File: src/core/pwm_params.svh
// Register offsets, field positions, reset values and timing counts of the pulse width modulator.
`ifndef PWM_PARAMS_SVH
`define PWM_PARAMS_SVH

// ****************************************************************
// Register map (byte addresses)
// ****************************************************************
`define PWM_ADDR_W            12
`define PWM_OFS_ON_PERIOD     12'h000
`define PWM_OFS_OFF_PERIOD    12'h004
`define PWM_OFS_CONFIG        12'h008
`define PWM_OFS_STATUS        12'h00c

// ****************************************************************
// Field positions
// ****************************************************************
`define PWM_CFG_ENABLE_BIT    0
`define PWM_CFG_CLK_SEL_BIT   1
`define PWM_CFG_INVERT_BIT    2
`define PWM_CFG_PREDIV_LSB    3
`define PWM_CFG_PREDIV_MSB    6

// ****************************************************************
// Reset values
// ****************************************************************
`define PWM_RST_ON_PERIOD     16'h0000
`define PWM_RST_OFF_PERIOD    16'hffff
`define PWM_RST_CONFIG        7'h00

// ****************************************************************
// Timing
// ****************************************************************
`define PWM_SYS_CLK_HZ        25000000
`define PWM_SLOW_SRC_HZ       100000
`define PWM_SLOW_DIV_CYCLES   (`PWM_SYS_CLK_HZ / `PWM_SLOW_SRC_HZ)

`endif

File: src/core/pwm_pkg.sv
// Types shared by the pulse width modulator modules.
package pwm_pkg;

   typedef struct packed {
      logic [3:0] prediv;
      logic       invert;
      logic       clk_sel;
      logic       enable;
   } pwm_cfg_type;

   typedef enum logic [1:0] {
      PWM_ST_ON  = 2'b01,
      PWM_ST_OFF = 2'b10
   } pwm_state_type;

endpackage : pwm_pkg

File: src/core/pwm_generator.sv
// Top of the pulse width modulator: APB registers, period buffering and output sequencing.
`timescale 1ns/100ps
`default_nettype none
`include "pwm_params.svh"

// Behaviour
// - off value n gives n+1 off ticks
// - off value zero holds output on
// - reset: off all ones, config zero
// - pre-divider divides source by value plus one
// - pre-divider zero counts every source cycle
// - config bit 1 selects slow source
// - config bit 2 makes on level low
// - disable clears counters, forces off state
// - disabled output sits at inactive level
// - period registers unaffected by enable bit
// - disabled gates counting clocks, restarts fresh
// - on value n gives n+1 on ticks
// - on zero, off nonzero holds output off
// - writes buffered, copied after four bytes
// - reads return active values, not holding
module pwm_generator (
   input  wire logic        sys_clk,
   input  wire logic        rst,
   input  wire logic        ce,
   input  wire logic        psel,
   input  wire logic        penable,
   input  wire logic        pwrite,
   input  wire logic [11:0] paddr,
   input  wire logic [31:0] pwdata,
   input  wire logic [3:0]  pstrb,
   output logic [31:0]      prdata,
   output logic             pready,
   output logic             pslverr,
   output logic             pwm_output
);

   // ****************************************************************
   // Helper functions
   // ****************************************************************

   // Builds the 32-bit read word of a 16-bit period; upper bits read zero.
   function automatic logic [31:0] pwm_period_word(input logic [15:0] value);
      pwm_period_word = {16'h0000, value};
   endfunction : pwm_period_word

   // Merges the two low byte lanes of a write into a 16-bit field.
   function automatic logic [15:0] pwm_merge16(input logic [15:0] old_value,
                                               input logic [15:0] new_value,
                                               input logic [1:0]  lanes);
      pwm_merge16 = {lanes[1] ? new_value[15:8] : old_value[15:8],
                     lanes[0] ? new_value[7:0]  : old_value[7:0]};
   endfunction : pwm_merge16

   // ****************************************************************
   // Register state
   // ****************************************************************
   // The holding pair takes every write; the active pair feeds the counter
   // and is what software reads back.
   pwm_pkg::pwm_cfg_type  cfg;
   pwm_pkg::pwm_state_type state;
   logic [15:0]           on_active;
   logic [15:0]           off_active;
   logic [15:0]           on_hold;
   logic [15:0]           off_hold;
   logic [3:0]            hold_bytes;

   // ****************************************************************
   // APB decode
   // ****************************************************************
   // Only an exact word address hits a register. Any other address, a
   // misaligned one included, ends with an error and changes nothing.
   wire        apb_access  = psel & penable;
   // A transfer commits at the edge where the access phase meets ready.
   wire        apb_commit  = apb_access & pready;
   wire        answer_now  = apb_access & ~pready;
   wire        sel_on      = (paddr == `PWM_OFS_ON_PERIOD);
   wire        sel_off     = (paddr == `PWM_OFS_OFF_PERIOD);
   wire        sel_cfg     = (paddr == `PWM_OFS_CONFIG);
   wire        sel_status  = (paddr == `PWM_OFS_STATUS);
   wire        addr_hit    = sel_on | sel_off | sel_cfg | sel_status;
   wire        write_ok    = apb_commit & pwrite & addr_hit;
   wire        wr_on       = write_ok & sel_on;
   wire        wr_off      = write_ok & sel_off;
   wire        wr_cfg      = write_ok & sel_cfg & pstrb[0];
   // Lanes two and three carry no period bits and are ignored.
   wire [3:0]  wr_lanes    = {wr_off ? pstrb[1:0] : 2'b00,
                              wr_on  ? pstrb[1:0] : 2'b00};

   // Status word: pending holding bytes, phase and output level. Software
   // polls the byte flags to learn whether an update is still waiting.
   wire        status_level = pwm_output;
   wire        status_phase = (state == pwm_pkg::PWM_ST_ON);
   wire        status_spare = 1'b0;
   wire [31:0] status_word  = {25'h0000000,
                               status_level,
                               status_phase,
                               status_spare,
                               hold_bytes};

   wire [31:0] cfg_word    = {25'h0000000,
                              cfg.prediv,
                              cfg.invert,
                              cfg.clk_sel,
                              cfg.enable};

   wire [31:0] read_word   = sel_on     ? pwm_period_word(on_active)  :
                             sel_off    ? pwm_period_word(off_active) :
                             sel_cfg    ? cfg_word                    :
                             sel_status ? status_word                 :
                                          32'h00000000;

   // ****************************************************************
   // APB response
   // ****************************************************************
   // One wait state per transfer: the answer is registered so every bus
   // output comes straight from a flip-flop.
   wire        next_pready  = answer_now;
   wire        next_pslverr = answer_now & ~addr_hit;
   wire [31:0] next_prdata  = (answer_now & ~pwrite) ? read_word : 32'h00000000;

   always_ff @(posedge sys_clk or posedge rst) begin
      if (rst) begin
         pready  <= 1'b0;
         prdata  <= 32'h00000000;
         pslverr <= 1'b0;
      end else if (ce) begin
         pready  <= next_pready;
         prdata  <= next_prdata;
         pslverr <= next_pslverr;
      end
   end

   // ****************************************************************
   // Configuration register
   // ****************************************************************
   // Every configuration bit sits in byte lane zero, so a write that leaves
   // that lane out is dropped whole rather than half applied.
   always_ff @(posedge sys_clk or posedge rst) begin
      if (rst) begin
         cfg <= pwm_pkg::pwm_cfg_type'(`PWM_RST_CONFIG);
      end else if (ce && wr_cfg) begin
         cfg.enable  <= pwdata[`PWM_CFG_ENABLE_BIT];
         cfg.clk_sel <= pwdata[`PWM_CFG_CLK_SEL_BIT];
         cfg.invert  <= pwdata[`PWM_CFG_INVERT_BIT];
         cfg.prediv  <= pwdata[`PWM_CFG_PREDIV_MSB:`PWM_CFG_PREDIV_LSB];
      end
   end

   // ****************************************************************
   // Counting clock and down counter
   // ****************************************************************
   // The prescaler hands over one-cycle ticks, not a divided clock, so the
   // whole block stays on the system clock and nothing crosses domains.
   logic        count_tick;
   logic        count_zero;

   pwm_prescaler u_prescaler (
      .sys_clk    (sys_clk),
      .rst        (rst),
      .ce         (ce),
      .cfg        (cfg),
      .count_tick (count_tick)
   );

   wire enabled    = cfg.enable;
   // A step is one tick of the selected, pre-divided counting clock.
   wire step       = enabled & count_tick;
   wire phase_end  = step & count_zero;
   wire in_on      = (state == pwm_pkg::PWM_ST_ON);
   wire off_done   = phase_end & ~in_on;

   // ****************************************************************
   // Period buffering
   // ****************************************************************
   // Full-on and full-off follow the active values only; pending holding
   // contents never change the output until they are transferred.
   wire full_on    = (off_active == 16'h0000);
   wire full_off   = (on_active == 16'h0000) & ~full_on;
   wire hold_full  = &hold_bytes;
   // A disabled generator never ends an off count, so a complete update is
   // taken at once rather than left waiting for the next enable.
   wire transfer   = hold_full & (off_done | full_on | ~enabled);

   wire [15:0] next_on_src  = transfer ? on_hold  : on_active;
   wire [15:0] next_off_src = transfer ? off_hold : off_active;
   wire        next_full_off = (next_on_src == 16'h0000) & (next_off_src != 16'h0000);

   wire [15:0] next_on_hold    = pwm_merge16(on_hold, pwdata[15:0], pstrb[1:0]);
   wire [15:0] next_off_hold   = pwm_merge16(off_hold, pwdata[15:0], pstrb[1:0]);
   // A byte written in the same cycle as a transfer stays marked pending.
   wire [3:0]  next_hold_bytes = (transfer ? 4'h0 : hold_bytes) | wr_lanes;

   always_ff @(posedge sys_clk or posedge rst) begin
      if (rst) begin
         on_hold  <= `PWM_RST_ON_PERIOD;
         off_hold <= `PWM_RST_OFF_PERIOD;
      end else if (ce) begin
         if (wr_on) begin
            on_hold <= next_on_hold;
         end
         if (wr_off) begin
            off_hold <= next_off_hold;
         end
      end
   end

   always_ff @(posedge sys_clk or posedge rst) begin
      if (rst) begin
         hold_bytes <= 4'h0;
      end else if (ce) begin
         hold_bytes <= next_hold_bytes;
      end
   end

   always_ff @(posedge sys_clk or posedge rst) begin
      if (rst) begin
         on_active  <= `PWM_RST_ON_PERIOD;
         off_active <= `PWM_RST_OFF_PERIOD;
      end else if (ce && transfer) begin
         on_active  <= on_hold;
         off_active <= off_hold;
      end
   end

   // ****************************************************************
   // Phase sequencing
   // ****************************************************************
   // The counter holds n through n+1 ticks of a phase: loaded with n at the
   // phase start, stepped down to zero, and the tick that finds zero ends it.
   wire        cnt_clear = ~enabled;
   wire        cnt_load  = phase_end;
   wire        cnt_dec   = step & ~count_zero;
   // Leaving the on phase, or staying off in full off, loads the off count;
   // otherwise the next on count is loaded.
   wire [15:0] cnt_value = (in_on | next_full_off) ? next_off_src
                                                   : next_on_src;

   pwm_down_counter u_counter (
      .sys_clk    (sys_clk),
      .rst        (rst),
      .ce         (ce),
      .clear      (cnt_clear),
      .load       (cnt_load),
      .load_value (cnt_value),
      .dec        (cnt_dec),
      .count      (),
      .zero       (count_zero)
   );

   // A disabled generator parks in the off phase, so a later enable always
   // opens with a one-tick off phase counted from an empty counter.
   pwm_pkg::pwm_state_type next_state;

   always_comb begin
      next_state = state;
      if (!enabled) begin
         next_state = pwm_pkg::PWM_ST_OFF;
      end else if (phase_end) begin
         unique case (state)
            pwm_pkg::PWM_ST_ON: begin
               next_state = pwm_pkg::PWM_ST_OFF;
            end
            pwm_pkg::PWM_ST_OFF: begin
               next_state = next_full_off ? pwm_pkg::PWM_ST_OFF
                                          : pwm_pkg::PWM_ST_ON;
            end
            default: begin
               next_state = pwm_pkg::PWM_ST_OFF;
            end
         endcase
      end
   end

   always_ff @(posedge sys_clk or posedge rst) begin
      if (rst) begin
         state <= pwm_pkg::PWM_ST_OFF;
      end else if (ce) begin
         state <= next_state;
      end
   end

   // ****************************************************************
   // Output pin
   // ****************************************************************
   // The pin follows the phase one cycle late; this keeps it glitch free
   // at the price of a single system clock of skew against the counter.
   wire on_level   = full_on | (in_on & ~full_off);
   // A disabled pin shows the inactive level of the chosen polarity.
   wire next_out   = enabled ? (on_level ^ cfg.invert)
                             : cfg.invert;

   always_ff @(posedge sys_clk or posedge rst) begin
      if (rst) begin
         pwm_output <= 1'b0;
      end else if (ce) begin
         pwm_output <= next_out;
      end
   end

endmodule : pwm_generator

`default_nettype wire

File: src/core/pwm_prescaler.sv
// Counting-clock source selection and pre-divider producing one tick per counter step.
`timescale 1ns/100ps
`default_nettype none
`include "pwm_params.svh"

module pwm_prescaler (
   input  wire logic                sys_clk,
   input  wire logic                rst,
   input  wire logic                ce,
   input  wire pwm_pkg::pwm_cfg_type cfg,
   output logic                     count_tick
);

   localparam logic [7:0] SLOW_LAST = 8'(`PWM_SLOW_DIV_CYCLES - 1);

   logic [7:0] slow_cnt;
   logic [3:0] div_cnt;

   wire        slow_tick = (slow_cnt == SLOW_LAST);
   wire        src_tick  = cfg.clk_sel ? slow_tick : 1'b1;
   wire        div_done  = (div_cnt >= cfg.prediv);

   // ****************************************************************
   // Clock emulation: a disabled generator holds both dividers at zero,
   // which stands in for gating the counting clocks off.
   // ****************************************************************
   always_ff @(posedge sys_clk or posedge rst) begin
      if (rst) begin
         slow_cnt   <= 8'h00;
         div_cnt    <= 4'h0;
         count_tick <= 1'b0;
      end else if (ce) begin
         if (!cfg.enable) begin
            slow_cnt   <= 8'h00;
            div_cnt    <= 4'h0;
            count_tick <= 1'b0;
         end else begin
            slow_cnt   <= slow_tick ? 8'h00 : slow_cnt + 8'h01;
            count_tick <= src_tick & div_done;
            if (src_tick) begin
               div_cnt <= div_done ? 4'h0 : div_cnt + 4'h1;
            end
         end
      end
   end

endmodule : pwm_prescaler

`default_nettype wire

File: src/core/pwm_down_counter.sv
// Sixteen-bit loadable down counter that times the on and off phases.
`timescale 1ns/100ps
`default_nettype none

module pwm_down_counter (
   input  wire logic        sys_clk,
   input  wire logic        rst,
   input  wire logic        ce,
   input  wire logic        clear,
   input  wire logic        load,
   input  wire logic [15:0] load_value,
   input  wire logic        dec,
   output logic [15:0]      count,
   output logic             zero
);

   assign zero = (count == 16'h0000);

   always_ff @(posedge sys_clk or posedge rst) begin
      if (rst) begin
         count <= 16'h0000;
      end else if (ce) begin
         if (clear) begin
            count <= 16'h0000;
         end else if (load) begin
            count <= load_value;
         end else if (dec) begin
            count <= count - 16'h0001;
         end
      end
   end

endmodule : pwm_down_counter

`default_nettype wire

File: config.mk
export PLATFORM = sky130hd
export DESIGN_NAME = pwm_generator
export DESIGN_NICKNAME = d
export VERILOG_FILES = /design/src/core/pwm_pkg.sv /design/src/core/pwm_generator.sv /design/src/core/pwm_prescaler.sv /design/src/core/pwm_down_counter.sv
export VERILOG_INCLUDE_DIRS = /design/src /design/src/core
export SDC_FILE = /design/constraint.sdc
export NUM_CORES = 1
export LEC_CHECK = 0
export ABC_AREA = 1
export BUFFER_PORTS_ARGS = -buffer_cell sky130_fd_sc_hd__buf_2
export CELL_PAD_IN_SITES_DETAIL_PLACEMENT = 1
export CELL_PAD_IN_SITES_GLOBAL_PLACEMENT = 1
export CORE_UTILIZATION = 46
export DETAILED_ROUTE_END_ITERATION = 8
export PLACE_DENSITY = 0.86
export SLEW_MARGIN = 25
export SYNTH_ARGS = -nofsm -noshare
export SYNTH_HDL_FRONTEND = slang
export SYNTH_SLANG_ARGS = --single-unit
File: constraint.sdc
create_clock -name sys_clk -period 9.2 [get_ports sys_clk]
set_clock_uncertainty 0.2 [all_clocks]
set_input_delay 1.38 -clock sys_clk [delete_from_list [all_inputs] [get_ports sys_clk]]
set_output_delay 1.38 -clock sys_clk [all_outputs]
set_load 0.01 [all_outputs]
# Word level (Yosys, flattened, before mapping)
# Cells that the tools add are included.
word_totals:
  input_bits: 54
  regBits: 141
  out_inout_bits: 35
classes:
  eq_ne: 9
  bitwise: 37
  mux: 26
  n_reduce_logical: 16
  add_sub_neg: 3
  n_lt_le_gt_ge: 1
op_table:
  columns: ["op", "n"]
  rows:
  - ["16-bit 2-to-1 mux", 9]
  - ["16-bit zero test", 4]
  - ["12-bit by 4-bit equality test with 1-bit output (second input constant)", 2]
  - ["1-bit bitwise AND", 20]
  - ["4-bit 2-to-1 mux", 4]
  - ["8-bit 2-to-1 mux", 2]
  - ["16-bit nonzero test", 1]
  - ["16-bit by 1-bit subtractor with 16-bit output (second input constant)", 1]
  - ["7-bit 2-to-1 mux", 2]
  - ["12-bit by 3-bit equality test with 1-bit output (second input constant)", 1]
  - ["12-bit zero test", 1]
  - ["2-bit 2-to-1 mux", 6]
  - ["3-bit AND reduction", 4]
  - ["8-bit by 1-bit adder with 8-bit output (second input constant)", 1]
  - ["8-bit equality test (second input constant)", 1]
  - ["1-bit inverter", 8]
  - ["1-bit OR", 7]
  - ["2-bit AND reduction", 3]
  - ["4-bit by 1-bit adder with 4-bit output (second input constant)", 1]
  - ["4-bit >= comparator", 1]
  - ["2-bit by 1-bit != test with 1-bit output (second input constant)", 2]
  - ["4-bit OR", 1]
  - ["4-bit AND reduction", 1]
  - ["1-bit 2-to-1 mux", 3]
  - ["other kinds (5)", 6]

# Depth between registers and ports, before layout
logic_depth:
  depth_word: 13
  ltp_mapped: 21

# By module
# From an unflattened synthesis, not the netlist that was laid out.
unflattened:
  cells_unflattened: 1006
  area_unflattened_um2: 7257.0
by_module_without_submodules:
  columns: ["mod", "cells_each", "seq_area_each_um2", "area_each_um2", "instances"]
  rows:
  - ["pwm_generator", 695, 2443.6, 5183.7, 1]
  - ["pwm_down_counter", 195, 400.4, 1202.4, 1]
  - ["pwm_prescaler", 116, 325.3, 870.8, 1]

# Least setup slack after synthesis
# No wires, ideal clock.
synth_timing:
  path_type: "input port to flip-flop"
  from: "input port paddr[5]"
  to: "register, netlist name cfg[1]"
  setup_time_ps: 118
  required_ps: 8882
  slack_ps: 6069
  arrival_ps: 2813
  cell_stages: 9
  path_buffers: 1
  path_cell_list: "nor4_1 -> nand2_1 -> inv_1 -> nand2_1 -> nor4_1 -> clkbuf_1 -> nor2_1 -> a21oi_1 -> inv_1"
synth_via:
  elab_chain_len: 8
  elab_cells_between_ends: 11
synth_lines:
  columns: ["element", "line_no", "source"]
  rows:
  - ["start, declared", "pwm_generator.sv:29", "input wire logic [11:0] paddr,"]
  - ["12-bit by 3-bit equality test with 1-bit output (no source line) / 12-bit zero test (equally long branches)", null, null]
  - ["1-bit OR (3 in a row)", "pwm_generator.sv:81", "wire addr_hit = sel_on | sel_off | sel_cfg | sel_status;"]
  - ["1-bit bitwise AND", "pwm_generator.sv:82", "wire write_ok = apb_commit & pwrite & addr_hit;"]
  - ["1-bit bitwise AND * (2 in a row)", "pwm_generator.sv:85", "wire wr_cfg = write_ok & sel_cfg & pstrb[0];"]
  - ["1-bit logical AND *", "pwm_generator.sv:142", "end else if (ce && wr_cfg) begin"]
# Every way passes the cells marked *; elsewhere a longest branch is shown, timed or not.
# A chain may end at the register's enable or synchronous reset.

# Final worst setup path
layout_timing:
  from: "register state[1]"
  to: "register u_counter.count[1]"
layout_via:
  elab_chain_len: 13
  elab_cells_between_ends: 15
layout_lines:
  columns: ["element", "line_no", "source"]
  rows:
  - ["start, declared", "pwm_generator.sv:61", "pwm_pkg::pwm_state_type state;"]
  - ["start signal, assigned", "pwm_generator.sv:277", "state <= pwm_pkg::PWM_ST_OFF;"]
  - ["start signal, assigned", "pwm_generator.sv:279", "state <= next_state;"]
  - ["2-bit by 1-bit equality test with 1-bit output *", "pwm_generator.sv:170", "wire in_on = (state == pwm_pkg::PWM_ST_ON);"]
  - ["1-bit inverter", "pwm_generator.sv:171", "wire off_done = phase_end & ~in_on;"]
  - ["1-bit bitwise AND", "pwm_generator.sv:171", null]
  - ["1-bit OR (2 in a row)", "pwm_generator.sv:183", "wire transfer = hold_full & (off_done | full_on | ~enabled);"]
  - ["1-bit bitwise AND", "pwm_generator.sv:183", null]
  - ["16-bit 2-to-1 mux (on tied branches)", "pwm_generator.sv:185, pwm_generator.sv:186", null]
  - ["16-bit zero test / 16-bit nonzero test (equally long branches)", "pwm_generator.sv:187", "wire next_full_off = (next_on_src == 16'h0000) & (next_off_src != 16'h0000);"]
  - ["1-bit bitwise AND", "pwm_generator.sv:187", null]
  - ["1-bit OR", "pwm_generator.sv:236", "wire [15:0] cnt_value = (in_on | next_full_off) ? next_off_src"]
  - ["16-bit 2-to-1 mux *", "pwm_generator.sv:236", null]
  - ["16-bit 2-to-1 mux *", "pwm_down_counter.sv:25", "end else if (load) begin"]
  - ["16-bit 2-to-1 mux *", "pwm_down_counter.sv:23", "if (clear) begin"]
  - ["end signal, assigned", "pwm_down_counter.sv:26", "count <= load_value;"]
  - ["end signal, assigned", "pwm_down_counter.sv:28", "count <= count - 16'h0001;"]
  - ["end, declared", "pwm_down_counter.sv:13", "output logic [15:0] count,"]
# Marks and branches as above.

==> results.sh <==
export IMPL_cpMostUsedCell="nand2_1"
export IMPL_dieArea_sq_um=15600
export IMPL_place_congestion=0.817
export IMPL_start_util_pct=47.5
export IMPL_cts_tree="done"
export IMPL_clock_latency_ns=0.44
export IMPL_cap_violations=0
export IMPL_hp_class="reg -> reg"
export IMPL_vdd_ir_drop_max_mv=0.133
export IMPL_wirelength_mm=21.0
export IMPL_hpwl_mm=14.0
export IMPL_max_freq_mhz=230
export IMPL_layout_drive_gt1_share_pct=14.4
export IMPL_grt_antenna_before_repair=0
export IMPL_grtUsageMet2_pct=46.0
export IMPL_yosys_warnings=0
export IMPL_whs_path_depth=2
export IMPL_hp_start="prdata[6]"
export IMPL_setup_violations=0
export IMPL_syn_area_sq_um=6960
export IMPL_hold_viol=0
export IMPL_io_buffers=54
export IMPL_dp_cells=1128
export IMPL_cts_max_path_buffers=2
export IMPL_cp_max_fo=34
export IMPL_vias=6359
export IMPL_postCtsHoldBufs=0
export IMPL_h_tree_depth=4
export IMPL_clk_pin_slew_ns=0.06
export IMPL_synthCells=922
export IMPL_ant_nets=0
export IMPL_layout_common_cells="263 x nand2_1, 118 x inv_1, 102 x o21ai_0"
export IMPL_fin_area_sq_um=7870
export IMPL_diodes=0
export IMPL_maxSlewHeadroom_pct=33.1
export IMPL_viasPerCell=5.48
export IMPL_clockRootBuffer="clkbuf_16"
export IMPL_ios=89
export IMPL_use_met3_pct=5.69
export IMPL_critPathBufInv=1
export IMPL_cts_resized=0
export IMPL_grt_usage_pct=28.8
export IMPL_r2r_end="u_counter.count[1]"
export IMPL_synth_seq_cells=125
export IMPL_overflow=0
export IMPL_dr_pass1_iters=7
export IMPL_worstSetupPathType="reg -> reg"
export IMPL_crit_chain="nor2_1 > inv_2 > nand4_1 > nand2_2 > nand2_2 > nand2_1 > nand2_1 > nor2_1 > nand2_1 > nor2_1 > nand2_1 > nand2_4 > nand2_4 > nand2_1 > nand3_1 > nand2_1 > nand2_1"
export IMPL_routedWlPerCell_um=18.1
export IMPL_cp_arrival_ns=4.47
export IMPL_crit_required_ns=9.32
export IMPL_cp_top_family="simple AND/OR/NAND/NOR gates"
export IMPL_crit_path_top_delay_cell="nand2_2"
export IMPL_die_w_um=125
export IMPL_use_met1_pct=37.8
export IMPL_grt_max_degree=65
export IMPL_die_y_um=125
export IMPL_period_minus_slack_ns=4.34
export IMPL_ys_seq_area_share_pct=45.5
export IMPL_hold_end="prdata[6]"
export IMPL_fin_nets=1026
export IMPL_dr_first_iter_drc_count=390
export IMPL_worst_path_largest_cell_delay_ns=0.65
export IMPL_num_rows=44
export IMPL_end_kind="flop"
export IMPL_fill_cells=1869
export IMPL_route_detailed_drc=4
export IMPL_rr_worst_depth=17
export IMPL_layout_commonest_cell="nand2_1"
export IMPL_status="complete, but fails checks"
export IMPL_avgSynthCellArea_sq_um=7.55
export IMPL_postCtsSetupBuffers=0
export IMPL_period_share_pct=47.2
export IMPL_synthDistinctLibCells=41
export IMPL_synth_edf_count=0
export IMPL_fin_setup_tns_ns=0
export IMPL_cts_buffers=17
export IMPL_rsz0062_at_grt="no"
export IMPL_syn2layout_area_growth_pct=13.1
export IMPL_async_flop_share_pct=100
export IMPL_cts_sinks=125
export IMPL_pwr_density_cell_nw_per_um2=183
export IMPL_grt_pass1_vias=6506
export IMPL_failed_checks="DRC"
export IMPL_timing_rr_start="state[1]"
export IMPL_startpoint_type="flop"
export IMPL_reg2reg_slack_ns=4.86
export IMPL_grt_pass1_wl_mm=34.6
export IMPL_coreArea_sq_um=14600
export IMPL_leakage_uw=0.00392
export IMPL_dpl_cell_area_sq_um=7270
export IMPL_worstMarginPinSlew_ns=0.995
export IMPL_synth_flop_cell="dfrtp_1"
export IMPL_slew_violations=0
export IMPL_busiest_layer="met2"
export IMPL_fin_cells=1160
[registers in the layout, summed over array words and instances (netlist names)]
name	cells
cfg	6
enabled	1
hold_bytes	4
off_active	16
off_hold	16
on_active	16
on_hold	16
prdata	16
pready	1
pslverr	1
pwm_output	1
state	2
u_counter.count	16
u_prescaler.count_tick	1
u_prescaler.div_cnt	4
u_prescaler.slow_cnt	8
[power breakdown]
part,switching (uW),internal (uW)
combinational,104,51.5
clock,253,419
sequential,26.3,585
total,384,1060
[synthesized netlist by cell type, drive strengths merged (12+ instances only)]
master  number  area, sq um
dfstp       33          867
nand3       58          290
nor2        61          231
inv        125          469
buf         29          214
nand3b      14          105
clkbuf      23         86.3
o21ai      104          524
dfrtp       92         2300
nand2      267         1020
o22ai       12         75.1
a21oi       27          135
[cells by family (layout without fill, tap and decap cells)]
group | after synthesis | in the layout | share of synthesized area [%]
AND/OR/NAND/NOR | 427 | 427 | 26.2
buffers and inverters | 178 | 217 | 11.1
AO/OA/AOI/OAI | 166 | 166 | 13.3
flip-flops | 125 | 125 | 45.5
XOR/XNOR | 12 | 12 | 1.51
adder cells (fa/ha/maj) | 9 | 9 | 1.62
multiplexers | 4 | 4 | 0.593
other | 1 | 16 | 0.0539
[area by class of cell]
class | count | area [sq um] | area share (%)
Clock inverter | 10 | 113 | 1.43
Inverter | 126 | 475 | 6.04
Timing Repair Buffer | 59 | 308 | 3.91
Sequential cell | 125 | 3170 | 40.3
Tap cell | 184 | 230 | 2.93
Clock buffer | 22 | 474 | 6.03
Multi-Input combinational cell | 634 | 3100 | 39.4
[per-stage QoR]
step / utilization, % / setup WS (ns) / hold slack, ns / total power (uW)
after CTS: 53.7 / 4.91 / 0.282 / 1450
after floorplan: - / 4.35 / 0.244 / 731
final: 53.7 / 4.86 / 0.277 / 1440
after global placement: 49.6 / 5.04 / 0.266 / 767
after detailed placement: 49.7 / 4.98 / 0.271 / 774
after global routing: 53.7 / 4.58 / 0.302 / 1500
[worst min-delay path, stage by stage (launching register included)]
cell	delay (ns)
dfrtp_1	0.34
nand2_1	0.05
o21ai_0	0.05
[how the worst max path moves through the flow]
stage	endpoint	startpoint	slack [ns]	depth (start not counted)
detailed placement	u_counter.count[1]	state[1]	4.98	17
floorplan	cfg[1]	rst	4.35	1
CTS	u_counter.count[1]	state[1]	4.91	17
finish	u_counter.count[1]	state[1]	4.86	17
global route	u_counter.count[14]	state[1]	4.58	17
global placement	u_counter.count[1]	state[1]	5.04	16
[layer usage]
metal / up-vias / share of wire [%]
met5: - / 0
met4: 0 / 2.9
met1: 3159 / 45
met2: 131 / 48
met3: 46 / 3.9
li1: 3023 / -
No activity file was read; power rests on OpenSTA's default activity.
